[src/include/iog_defs.svh]
// Constants for the I/O expander link, its register map and the host registers
`ifndef IOG_DEFS_SVH
`define IOG_DEFS_SVH

// Pointer bytes that select device registers
`define IOG_PTR_SEQ 8'h02
`define IOG_PTR_LVL 8'h09
`define IOG_PTR_OUT_EN 8'h08
`define IOG_PTR_IN_EN 8'h0a
`define IOG_PTR_OD 8'h0c
`define IOG_PTR_FLT 8'h0d
`define IOG_PTR_RDBACK 8'h60

// Sequence register field positions
`define IOG_SEQ_REP 9
`define IOG_SEQ_TEMP 8
`define IOG_TEMP_IDX 4'h8

// Reset values
`define IOG_REG_RST 16'h0000
`define IOG_PIN_RST 8'h00

// Conversion slot timing
`define IOG_CLK_NS 100
`define IOG_CONV_NS 2000
`define IOG_CONV_W 5
`define IOG_CONV_CYC ((`IOG_CONV_NS + `IOG_CLK_NS - 1) / `IOG_CLK_NS)

// Host register byte offsets and fields
`define IOG_AX_PTR 4'h0
`define IOG_AX_WDATA 4'h4
`define IOG_AX_GO 4'h8
`define IOG_AX_STAT 4'hc
`define IOG_GO_WR 0
`define IOG_GO_RD 1
`define IOG_RESP_OK 2'b00
`define IOG_RESP_ERR 2'b10

`endif

[src/include/iog_pkg.sv]
// Types shared by both ends of the I/O expander link
package iog_pkg;
  `include "iog_defs.svh"

  // Host link sequencer states
  typedef enum logic [2:0] {H_IDLE, H_START, H_SEND, H_RECV, H_STOP} iog_hstate_type;

  // Whole state of the device end
  typedef struct packed {
    logic frame; // Inside a transfer
    logic rnw; // Transfer direction, one for read
    logic [1:0] wcnt; // Bytes taken in this write
    logic rsel; // Next read byte is the low one
    logic rvalid; // Read byte on offer
    logic [7:0] rbyte; // Read byte
    logic [7:0] ptr; // Pointer byte
    logic [7:0] msb; // Held high data byte
    logic [15:0] seq; // Conversion sequence
    logic [7:0] out_en; // Output enables
    logic [7:0] in_en; // Input enables
    logic [7:0] od; // Open-drain selects
    logic [7:0] lvl; // Output levels
    logic [7:0] flt; // Float selects
    logic conv_on; // Sequence running
    logic [3:0] conv_ch; // Channel in conversion
    logic [`IOG_CONV_W-1:0] conv_cnt; // Slot timer
  } iog_dev_state_type;

  // Whole state of the host end
  typedef struct packed {
    iog_hstate_type st; // Link sequencer state
    logic rd_op; // Current order is a read
    logic second; // Second frame of a read
    logic [1:0] idx; // Byte index in frame
    logic [7:0] tx; // Byte being sent
    logic [7:0] ptr; // Pointer to use
    logic [15:0] wdata; // Word to write
    logic [15:0] rdata; // Word read back
    logic busy; // Order under way
    logic aw_got; // Write address held
    logic w_got; // Write data held
    logic [3:0] awaddr; // Held write address
    logic [31:0] wdat; // Held write data
    logic [3:0] wstrb; // Held byte strobes
    logic bvalid; // Write answer on offer
    logic [1:0] bresp; // Write answer code
    logic rvalid; // Read answer on offer
    logic [31:0] rdat; // Read answer data
    logic [1:0] rresp; // Read answer code
  } iog_host_state_type;
endpackage : iog_pkg

[src/include/iog_link_if.sv]
// Byte-level serial link between the host controller and the I/O device
`timescale 1ns/100ps
interface iog_link_if;
  logic start; // Frame start pulse
  logic start_rnw; // Direction with start
  logic wr_valid; // Byte offered to device
  logic [7:0] wr_byte; // Byte to device
  logic wr_ready; // Device takes the byte
  logic rd_valid; // Byte offered by device
  logic [7:0] rd_byte; // Byte from device
  logic rd_ready; // Host takes the byte
  logic stop; // Frame stop pulse

  modport dev (input start, input start_rnw, input wr_valid, input wr_byte, input rd_ready,
    input stop, output wr_ready, output rd_valid, output rd_byte);
  modport host (output start, output start_rnw, output wr_valid, output wr_byte,
    output rd_ready, output stop, input wr_ready, input rd_valid, input rd_byte);
endinterface : iog_link_if

[src/verilog/iog_host_end.sv]
// Host end: AXI4-Lite order registers driving link write and read frames
`timescale 1ns/100ps
`include "iog_defs.svh"
module iog_host_end (
  input wire logic clk,
  input wire logic arst_n,
  iog_link_if.host link,
  input wire logic [3:0] s_axi_awaddr,
  input wire logic s_axi_awvalid,
  output logic s_axi_awready,
  input wire logic [31:0] s_axi_wdata,
  input wire logic [3:0] s_axi_wstrb,
  input wire logic s_axi_wvalid,
  output logic s_axi_wready,
  output logic [1:0] s_axi_bresp,
  output logic s_axi_bvalid,
  input wire logic s_axi_bready,
  input wire logic [3:0] s_axi_araddr,
  input wire logic s_axi_arvalid,
  output logic s_axi_arready,
  output logic [31:0] s_axi_rdata,
  output logic [1:0] s_axi_rresp,
  output logic s_axi_rvalid,
  input wire logic s_axi_rready
);

  ////////////////////////////////////////////////////////////////////////////
  // State
  iog_pkg::iog_host_state_type r_reg; // Registered state
  iog_pkg::iog_host_state_type r_next; // Next state
  logic [31:0] ptr_merged; // Pointer after a lane-merged write
  logic [31:0] wdata_merged; // Data word after a lane-merged write

  // Byte-lane merge of a write into a held value
  function automatic logic [31:0] lane_merge(
    input logic [31:0] old_v,
    input logic [31:0] new_v,
    input logic [3:0] strb
  );
    for (int b = 0; b < 4; b++)
    begin
      lane_merge[b*8 +: 8] = strb[b] ? new_v[b*8 +: 8] : old_v[b*8 +: 8];
    end
  endfunction : lane_merge

  // Merged values for the two host registers that keep written data
  assign ptr_merged = lane_merge({24'h0, r_reg.ptr}, r_reg.wdat, r_reg.wstrb);
  assign wdata_merged = lane_merge({16'h0, r_reg.wdata}, r_reg.wdat, r_reg.wstrb);

  ////////////////////////////////////////////////////////////////////////////
  // Bus handshakes and answers
  assign s_axi_awready = !r_reg.aw_got && !r_reg.bvalid;
  assign s_axi_wready = !r_reg.w_got && !r_reg.bvalid;
  assign s_axi_bvalid = r_reg.bvalid;
  assign s_axi_bresp = r_reg.bresp;
  assign s_axi_arready = !r_reg.rvalid;
  assign s_axi_rvalid = r_reg.rvalid;
  assign s_axi_rdata = r_reg.rdat;
  assign s_axi_rresp = r_reg.rresp;

  // Link strobes follow the sequencer state
  assign link.start = (r_reg.st == iog_pkg::H_START);
  assign link.start_rnw = r_reg.second;
  assign link.wr_valid = (r_reg.st == iog_pkg::H_SEND);
  assign link.wr_byte = r_reg.tx;
  assign link.rd_ready = (r_reg.st == iog_pkg::H_RECV);
  assign link.stop = (r_reg.st == iog_pkg::H_STOP);

  ////////////////////////////////////////////////////////////////////////////
  // Next-state logic
  always_comb
  begin
    r_next = r_reg;
    // Bus write: address and data taken in either order
    if (r_reg.bvalid && s_axi_bready)
    begin
      r_next.bvalid = 1'b0;
    end
    if (s_axi_awvalid && s_axi_awready)
    begin
      r_next.aw_got = 1'b1;
      r_next.awaddr = s_axi_awaddr;
    end
    if (s_axi_wvalid && s_axi_wready)
    begin
      r_next.w_got = 1'b1;
      r_next.wdat = s_axi_wdata;
      r_next.wstrb = s_axi_wstrb;
    end
    if (r_reg.aw_got && r_reg.w_got)
    begin
      r_next.aw_got = 1'b0;
      r_next.w_got = 1'b0;
      r_next.bvalid = 1'b1;
      r_next.bresp = `IOG_RESP_OK;
      case (r_reg.awaddr)
        `IOG_AX_PTR: r_next.ptr = ptr_merged[7:0];
        `IOG_AX_WDATA: r_next.wdata = wdata_merged[15:0];
        `IOG_AX_GO:
        begin
          // An order while busy is dropped; write wins over read
          if (!r_reg.busy && r_reg.wstrb[0] && (r_reg.wdat[`IOG_GO_WR] || r_reg.wdat[`IOG_GO_RD]))
          begin
            r_next.busy = 1'b1;
            r_next.rd_op = !r_reg.wdat[`IOG_GO_WR];
            r_next.second = 1'b0;
            r_next.st = iog_pkg::H_START;
          end
        end
        `IOG_AX_STAT: r_next.bresp = `IOG_RESP_OK;
        default: r_next.bresp = `IOG_RESP_ERR;
      endcase
    end
    // Bus read
    if (r_reg.rvalid && s_axi_rready)
    begin
      r_next.rvalid = 1'b0;
    end
    if (s_axi_arvalid && s_axi_arready)
    begin
      r_next.rvalid = 1'b1;
      r_next.rresp = `IOG_RESP_OK;
      case (s_axi_araddr)
        `IOG_AX_PTR: r_next.rdat = {24'h0, r_reg.ptr};
        `IOG_AX_WDATA: r_next.rdat = {16'h0, r_reg.wdata};
        `IOG_AX_GO: r_next.rdat = 32'h0;
        `IOG_AX_STAT: r_next.rdat = {15'h0, r_reg.busy, r_reg.rdata};
        default:
        begin
          r_next.rdat = 32'h0;
          r_next.rresp = `IOG_RESP_ERR;
        end
      endcase
    end
    // Link sequencer
    case (r_reg.st)
      iog_pkg::H_IDLE:
      begin
        // Orders are launched by the GO decode above; its next state is kept
        r_next.idx = 2'd0;
      end
      iog_pkg::H_START:
      begin
        r_next.idx = 2'd0;
        r_next.tx = r_reg.ptr;
        r_next.st = r_reg.second ? iog_pkg::H_RECV : iog_pkg::H_SEND;
      end
      iog_pkg::H_SEND:
      begin
        // Pointer, high byte, low byte; a read sends the pointer only
        if (link.wr_ready)
        begin
          r_next.idx = r_reg.idx + 2'd1;
          if (!r_reg.rd_op && r_reg.idx == 2'd0)
          begin
            r_next.tx = r_reg.wdata[15:8];
          end
          else if (!r_reg.rd_op && r_reg.idx == 2'd1)
          begin
            r_next.tx = r_reg.wdata[7:0];
          end
          else
          begin
            r_next.st = iog_pkg::H_STOP;
          end
        end
      end
      iog_pkg::H_RECV:
      begin
        if (link.rd_valid)
        begin
          r_next.idx = r_reg.idx + 2'd1;
          if (r_reg.idx == 2'd0)
          begin
            r_next.rdata[15:8] = link.rd_byte;
          end
          else
          begin
            r_next.rdata[7:0] = link.rd_byte;
            r_next.st = iog_pkg::H_STOP;
          end
        end
      end
      iog_pkg::H_STOP:
      begin
        if (r_reg.rd_op && !r_reg.second)
        begin
          r_next.second = 1'b1;
          r_next.st = iog_pkg::H_START;
        end
        else
        begin
          r_next.busy = 1'b0;
          r_next.st = iog_pkg::H_IDLE;
        end
      end
      default: r_next.st = iog_pkg::H_IDLE;
    endcase
  end

  ////////////////////////////////////////////////////////////////////////////
  // State register
  always_ff @(posedge clk or negedge arst_n)
  begin
    if (!arst_n)
    begin
      r_reg <= '0;
    end
    else
    begin
      r_reg <= r_next;
    end
  end
endmodule : iog_host_end

[src/flat_wrapper.sv]
// flat-port wrapper written by rule: the top's interface ports become plain ports
module iog_host_end_flat 
  (clk, arst_n, s_axi_awaddr, s_axi_awvalid, s_axi_awready, s_axi_wdata, s_axi_wstrb, s_axi_wvalid, s_axi_wready, s_axi_bresp, s_axi_bvalid, s_axi_bready, s_axi_araddr, s_axi_arvalid, s_axi_arready, s_axi_rdata, s_axi_rresp, s_axi_rvalid, s_axi_rready, link_start, link_start_rnw, link_wr_valid, link_wr_byte, link_rd_ready, link_stop, link_wr_ready, link_rd_valid, link_rd_byte);
  iog_link_if link_i ();
  input wire logic clk;
  input wire logic arst_n;
  input wire logic [3:0] s_axi_awaddr;
  input wire logic s_axi_awvalid;
  output logic s_axi_awready;
  input wire logic [31:0] s_axi_wdata;
  input wire logic [3:0] s_axi_wstrb;
  input wire logic s_axi_wvalid;
  output logic s_axi_wready;
  output logic [1:0] s_axi_bresp;
  output logic s_axi_bvalid;
  input wire logic s_axi_bready;
  input wire logic [3:0] s_axi_araddr;
  input wire logic s_axi_arvalid;
  output logic s_axi_arready;
  output logic [31:0] s_axi_rdata;
  output logic [1:0] s_axi_rresp;
  output logic s_axi_rvalid;
  input wire logic s_axi_rready;
  output wire logic [$bits(link_i.start)-1:0] link_start;
  output wire logic [$bits(link_i.start_rnw)-1:0] link_start_rnw;
  output wire logic [$bits(link_i.wr_valid)-1:0] link_wr_valid;
  output wire logic [$bits(link_i.wr_byte)-1:0] link_wr_byte;
  output wire logic [$bits(link_i.rd_ready)-1:0] link_rd_ready;
  output wire logic [$bits(link_i.stop)-1:0] link_stop;
  input wire logic [$bits(link_i.wr_ready)-1:0] link_wr_ready;
  input wire logic [$bits(link_i.rd_valid)-1:0] link_rd_valid;
  input wire logic [$bits(link_i.rd_byte)-1:0] link_rd_byte;
  assign link_start = link_i.start;
  assign link_start_rnw = link_i.start_rnw;
  assign link_wr_valid = link_i.wr_valid;
  assign link_wr_byte = link_i.wr_byte;
  assign link_rd_ready = link_i.rd_ready;
  assign link_stop = link_i.stop;
  assign link_i.wr_ready = link_wr_ready;
  assign link_i.rd_valid = link_rd_valid;
  assign link_i.rd_byte = link_rd_byte;
  iog_host_end u_core (.clk(clk), .arst_n(arst_n), .link(link_i), .s_axi_awaddr(s_axi_awaddr), .s_axi_awvalid(s_axi_awvalid), .s_axi_awready(s_axi_awready), .s_axi_wdata(s_axi_wdata), .s_axi_wstrb(s_axi_wstrb), .s_axi_wvalid(s_axi_wvalid), .s_axi_wready(s_axi_wready), .s_axi_bresp(s_axi_bresp), .s_axi_bvalid(s_axi_bvalid), .s_axi_bready(s_axi_bready), .s_axi_araddr(s_axi_araddr), .s_axi_arvalid(s_axi_arvalid), .s_axi_arready(s_axi_arready), .s_axi_rdata(s_axi_rdata), .s_axi_rresp(s_axi_rresp), .s_axi_rvalid(s_axi_rvalid), .s_axi_rready(s_axi_rready));
endmodule
[config.mk]
export PLATFORM = sky130hd
export DESIGN_NAME = iog_host_end_flat
export DESIGN_NICKNAME = d
export VERILOG_FILES = /design/src/include/iog_pkg.sv /design/src/include/iog_link_if.sv /design/src/verilog/iog_host_end.sv /design/src/flat_wrapper.sv
export VERILOG_INCLUDE_DIRS = /design/src /design/src/include
export SDC_FILE = /design/constraint.sdc
export NUM_CORES = 1
export LEC_CHECK = 0
export ABC_CLOCK_PERIOD_IN_PS = 1900
export BUFFER_PORTS_ARGS = -buffer_cell sky130_fd_sc_hd__buf_4
export CAP_MARGIN = 5
export CORE_UTILIZATION = 48
export DETAILED_ROUTE_END_ITERATION = 8
export GPL_ROUTABILITY_DRIVEN = 0
export HOLD_SLACK_MARGIN = 0.15
export PLACE_DENSITY = 0.75
export SETUP_SLACK_MARGIN = 0.1
export SLEW_MARGIN = 25
export SYNTH_ARGS = -nofsm -noshare
export SYNTH_HDL_FRONTEND = slang
export SYNTH_SLANG_ARGS = --single-unit
[constraint.sdc]
create_clock -name clk -period 1.9 [get_ports clk]
set_clock_uncertainty 0.2 [all_clocks]
set_input_delay 0.38 -clock clk [delete_from_list [all_inputs] [get_ports clk]]
set_output_delay 0.38 -clock clk [all_outputs]
set_load 0.005 [all_outputs]
==> results.tsv, run 1 <==
metric	value	unit
outcome	finished, violations left	
violations	negative setup slack	
synth-async-reset-ratio	1.00	
cp-end-kind	output pin	
largest_reg_flops	71	
wl_met1	4.87	mm
final_min_period_over_clock_period	1.02	
antenna_left	0	
grt_start_max_net_pins	43	
pwr-share-clk	0.225	
maxCapViolCount	0	
antenna_cells	0	
synth.lib_cells_used.distinct	40	
clkLatencyLatePin	370	ps
boundaryPins	115	
synth-main-ff-cell	sky130_fd_sc_hd__dfrtp_1	
flow.area_growth_from_synthesis	33.8	%
final-hold-violation-count	0	
worst-slew-pin-transition	516	ps
final_setup_fails	2	
holdCritPathClass	input port to flip-flop	
die-area	0.0103	mm²
critical-path-top-delay-family	flip-flops	
data_arrival_time_of_the_critical_path	1350	ps
tritoncts_clock_tree	done	
avgSynthCellArea	12.4	µm²
worstPathCellList	buf_6 > nor3b_4 > buf_6 > buf_6	
power.switching	0.00235	W
r2r_cells	7	
critical_path_peak_fanout	4	
drt_pass1_iterations	4	
most_repeated_cell_in_the_gate_level_netlist_after_synthesis	sky130_fd_sc_hd__dfrtp_1	
final_critical_path_setup_slack	-33.8	ps
grt_pass1_wl	17.4	mm
criticalPathCategory	flip-flop to output pin	
core.rowCount	35	
power.static_leakage	3.00	nW
htree_num_levels	3	
total_standard_cell_area_after_synthesis	0.00473	mm²
synth_top_cells_by_count	sky130_fd_sc_hd__dfrtp_1 (101), sky130_fd_sc_hd__mux2_2 (70), sky130_fd_sc_hd__buf_4 (44)	
sink_count	101	
routed-via-count	3317	
worstSetupPathDepth	4	
number_of_global_route_vias_before_repair	3412	
synth_top_area_cell	sky130_fd_sc_hd__dfrtp_1	
area_used_by_sequential_logic_in_the_layout	0.00253	mm²
multi_input_area	0.00208	mm²
comb_power_share	0.326	
met2_wirelength	5.32	mm
cp_num_buf_inv	3	
cts_buffers	9	
clk_path_buf_depth	2	
io_buffers	79	
r2r_setup_slk	70	ps
synth_compound_area_frac	0.0933	
internal_power	0.00543	W
switching_share	0.302	
post-layout-total-power	0.00778	W
globalRouteOverflowTotal	0	
worst_path_max_delay_cell	sky130_fd_sc_hd__dfrtp_2	
vdd.ir_drop.worst	0.000745	V
synthXorXnorAreaFrac	0	
via_per_inst	5.26	
grt_usage	0.226	
number_of_register_bits_inferred_by_synthesis	101	
synth.yosys.seq_area_share	0.534	
chipHeight	101	µm
drt_wl_total	10.8	mm
post_synth_edffs	0	
drcViolationCount	0	
drive_gt1_frac	0.456	
grt_setup_unrepaired	true	
cpMostUsedCell	sky130_fd_sc_hd__buf_6	
synth_top_family_by_area	multiplexers	
post_synth_inst_count	383	
num-nets-final	560	
power.sequential.fraction	0.449	
setup_tns	-42.2	ps
core_area	0.00942	mm²
detail_route.wl_per_cell	17.1	µm
drt_first_iter_violations	78	
synth.area.mux_share	0.205	
detailedPlacementHpwl	7.19	mm
synth.yosys.warnings	0	
max_freq	0.517	GHz
min_delay_path_depth	3	
cts-root-buf	sky130_fd_sc_hd__clkbuf_8	
final_period_minus_worst_setup_slack	1930	ps
finalInstanceArea	0.00633	mm²
fillerInstances	648	
timing_max_transition_violations_final	0	
grt_antenna_before_repair	1	
cp-start-kind	flip-flop	
cp_data_required_time	1320	ps
critPathMaxStageDelay	450	ps
synthAdderAreaFrac	0.00529	
met3_wirelength	392	µm
start_util	0.503	
synth-simple-area-share	0.0701	
synth_top_cells_by_area	sky130_fd_sc_hd__dfrtp_1 (53%), sky130_fd_sc_hd__mux2_2 (17%), sky130_fd_sc_hd__buf_4 (7.0%), sky130_fd_sc_hd__mux2i_1 (3.8%), sky130_fd_sc_hd__o21ai_0 (2.2%)	
powerDensity	1230	mW/mm²
slew_headroom	0.655	
chipWidth	101	µm
synthDominantCellAreaShare	0.534	
clkSlewWorstSetupHoldPaths	90	ps
placed_cell_area	0.00535	mm²
top_layer_used	met4	
[tightest hold or removal path: stages]
cell and delay (ps):
sky130_fd_sc_hd__buf_4 180, sky130_fd_sc_hd__nand4_1 100, sky130_fd_sc_hd__o21ai_0 60
[power by group through the flow]
stage	sequential, W	clock, W	combinational (W)
floorplan	0.00321	0	0.00153
global placement	0.00342	0	0.00196
detailed placement	0.00347	0	0.00203
CTS	0.00346	0.00177	0.00236
global route	0.00359	0.00186	0.00275
finish	0.00350	0.00175	0.00254
[per-layer routing]
metal | vias up | track usage
met3 | 20 | 0.0324
met5 | - | 0
met4 | 0 | 0.0970
li1 | 1528 | -
met1 | 1656 | 0.295
met2 | 113 | 0.379
[layout by cell type, fill, tap and decap left out, types with 3 or more instances in the layout]
cell                              n
sky130_fd_sc_hd__buf_12           4
sky130_fd_sc_hd__dfrtp_1         97
sky130_fd_sc_hd__nand2b_1         4
sky130_fd_sc_hd__buf_4          101
sky130_fd_sc_hd__nand3_1          4
sky130_fd_sc_hd__buf_6            5
sky130_fd_sc_hd__nand2_1         21
sky130_fd_sc_hd__a22o_1          10
sky130_fd_sc_hd__a2bb2oi_1        7
sky130_fd_sc_hd__o21ai_0         21
sky130_fd_sc_hd__conb_1          17
sky130_fd_sc_hd__dlygate4sd3_1   36
sky130_fd_sc_hd__o22ai_2          6
sky130_fd_sc_hd__a21oi_1          6
sky130_fd_sc_hd__dfrtp_2          4
sky130_fd_sc_hd__bufinv_16        4
sky130_fd_sc_hd__and2_1           3
sky130_fd_sc_hd__mux2_2          46
sky130_fd_sc_hd__inv_1            7
sky130_fd_sc_hd__mux2_4          24
sky130_fd_sc_hd__clkbuf_8         9
sky130_fd_sc_hd__mux2i_1         18
sky130_fd_sc_hd__nor2_1          10
[cells by family (layout without fill, tap and decap cells)]
kind of cell | Yosys count | count (layout)
AO/OA/AOI/OAI | 63 | 63
adder cells (fa/ha/maj) | 2 | 2
buffers and inverters | 69 | 172
multiplexers | 88 | 88
flip-flops | 101 | 101
AND/OR/NAND/NOR | 59 | 59
other | 1 | 17
[cell type report]
| class | instances | share of cell area |
|---|---|---|
| Sequential cell | 101 | 0.400 |
| Inverter | 9 | 0.00533 |
| Multi-Input combinational cell | 229 | 0.328 |
| Clock inverter | 6 | 0.0211 |
| Timing Repair Buffer | 147 | 0.200 |
| Clock buffer | 10 | 0.0201 |
| Tap cell | 129 | 0.0255 |
[timing repair]
item,4_1_cts,5_1_grt
pin swaps,7,6
hold buffers,36,0
gates resized for setup,37,27
endpoints found under the hold margin,144,0
buffers inserted,11,1
setup endpoints to repair,45,36
[path summary, 6_finish.rpt]
path                                         from                endpoint
setup / recovery                u_core.r_reg[133]           link_wr_valid
hold / removal                    s_axi_araddr[2]  u_core.s_axi_rdata[16]
setup reg to reg                u_core.r_reg[133]  u_core.link.wr_byte[4]
hold reg to reg            u_core.s_axi_rdata[12]  u_core.s_axi_rdata[12]
max in group asynchronous                  arst_n  u_core.s_axi_rdata[11]
min in group asynchronous                  arst_n        u_core.r_reg[38]
[per-stage QoR]
stage / worst slack, ps / util / hold WS, ps / std cells
after floorplan: 128 / - / -116 / 399
after detailed placement: -15.6 / 0.568 / 120 / 567
after CTS: -48.7 / 0.660 / 188 / 630
final: -33.8 / 0.673 / 201 / 631
after global placement: -16.2 / 0.568 / 114 / 567
after global routing: -71.0 / 0.673 / 204 / 631
Note: power is estimated with default switching activity, not from simulation.
==> run 2, diff against run 1 <==
Settings changed: MAX_ROUTING_LAYER set to met4, PLACE_DENSITY 0.75 to 0.84.
==> run 2 against run 1 <==
  * The flow still finishes with violations (negative setup slack)
  * Total power decreased by 0.39%
  * Via count grew 1.7%
  * Register-to-register slack got worse by 40 ps
  * Global-route usage rose by 0.76 points
  * Routed wire length increased by 8.7%
  * Fmax shrank 1.2%
==> results.tsv, run 2 (synthesis gave the netlist of run 1 again) <==
metric	value	unit
grt_busiest_layer	met2	
io_buffers	79	
drcViolationCount	0	
cp-start-kind	flip-flop	
cts_buffers	9	
holdCritPathClass	input port to flip-flop	
finalInstanceArea	0.00646	mm²
critPathMaxStageDelay	400	ps
worstPathCellList	buf_6 > nor3b_4 > buf_6 > buf_6	
powerDensity	1200	mW/mm²
grt_usage	0.234	
fillerInstances	648	
detailedPlacementHpwl	7.33	mm
final_period_minus_worst_setup_slack	1960	ps
cpMostUsedCell	sky130_fd_sc_hd__buf_6	
number_of_global_route_vias_before_repair	3404	
setup_tns	-58.0	ps
grt_setup_unrepaired	true	
drive_gt1_frac	0.479	
globalRouteOverflowTotal	0	
grtUsageMet3	0.0497	
min-delay-start	s_axi_araddr[2]	
core_area	0.00942	mm²
mostFrequentLayoutCells	sky130_fd_sc_hd__buf_4 (100), sky130_fd_sc_hd__dfrtp_1 (100), sky130_fd_sc_hd__mux2_2 (42)	
grt_pass1_wl	17.2	mm
die-area	0.0103	mm²
post-layout-total-power	0.00775	W
outcome	finished, violations left	
clkLatencyLatePin	360	ps
data_arrival_time_of_the_critical_path	1380	ps
grt_start_max_net_pins	34	
postLayoutCoreUtil	0.686	
worst_path_max_delay_cell	sky130_fd_sc_hd__dfrtp_1	
r2r_cells	5	
routed-via-count	3374	
num-nets-final	565	
start_util	0.503	
power.static_leakage	3.05	nW
detail_route.wl_per_cell	18.5	µm
grt_use_met1	0.269	
final_min_period_over_clock_period	1.03	
min_delay_path_depth	3	
violations	negative setup slack	
antenna_left	0	
critical-path-top-delay-family	flip-flops	
criticalPathCategory	flip-flop to output pin	
final_critical_path_setup_slack	-58.0	ps
grt_antenna_before_repair	0	
pre_cts_ws	-68.5	ps
max_freq	0.511	GHz
maxCapViolCount	0	
drt_pass1_iterations	4	
vdd.ir_drop.worst	0.000847	V
drt_wl_total	11.8	mm
final-hold-violation-count	0	
boundaryPins	115	
placed_cell_area	0.00535	mm²
cp-end-kind	output pin	
antenna_cells	0	
critical_path_peak_fanout	9	
crit-reg2reg-launch	u_core.r_reg[75]	
globalRouteMet2Util	0.411	
chipHeight	101	µm
flow.area_growth_from_synthesis	36.5	%
largest_reg_flops	71	
chipWidth	101	µm
core.rowCount	35	
via_per_inst	5.31	
cts-root-buf	sky130_fd_sc_hd__clkbuf_8	
cp_num_buf_inv	3	
drt_first_iter_violations	158	
htree_num_levels	3	
final_setup_fails	1	
tritoncts_clock_tree	done	
clk_path_buf_depth	2	
timing.critical_path.from	u_core.r_reg[135]	
timing_max_transition_violations_final	0	
cp_data_required_time	1320	ps
worstSetupPathDepth	4	
clkSlewWorstSetupHoldPaths	90	ps
sink_count	101	
[run 2: where the power goes]
part           internal [W]  total [W]  switching, W
Clock              0.000515    0.00124      0.000721
Sequential          0.00283    0.00360      0.000767
Combinational       0.00183    0.00292       0.00109
[run 2: layer usage]
layer	routed length, µm	part of all wire
met3	653	0.056
met1	4600	0.39
met4	204	0.017
met5	0	0
met2	6300	0.54
[run 2: timing repair]
item / 4_1_cts / 5_1_grt
resized for setup: 63 / 28
endpoints found under the setup margin: 43 / 25
pin swaps: 12 / 10
hold endpoints to repair: 144 / 0
hold buffers: 36 / 0
setup buffers: 9 / 8
[run 2: path summary, 6_finish.rpt]
check	slack, ps	end
worst max-delay path	-60	link_wr_valid
worst min-delay path	210	u_core.s_axi_rdata[16]
worst max register to register	30	u_core.r_reg[98]
worst min register to register	290	u_core.s_axi_rdata[13]
max in group asynchronous	720	u_core.r_reg[87]
min in group asynchronous	270	u_core.r_reg[45]
[run 2: worst register-to-register path, cell delays in order, from the launching register on]
cell                        delay (ps)
sky130_fd_sc_hd__dfrtp_1           390
sky130_fd_sc_hd__nand4bb_4         280
sky130_fd_sc_hd__buf_6             160
sky130_fd_sc_hd__nor2_4            160
sky130_fd_sc_hd__nand3_4           200
sky130_fd_sc_hd__mux2_4            360
[run 2: final cells by class]
class	count	area, µm²	share of cell area
Inverter	9	33.8	0.00523
Timing Repair Buffer	152	1340	0.207
Sequential cell	101	2530	0.391
Clock inverter	5	36.3	0.00562
Clock buffer	11	141	0.0219
Multi-Input combinational cell	229	2220	0.344
Tap cell	129	161	0.0250
[run 2: metrics by stage]
stage	hold WS, ps	cells
finish	205	636
global route	224	636
CTS	183	628
detailed placement	133	567
global placement	124	567
floorplan	-116	399
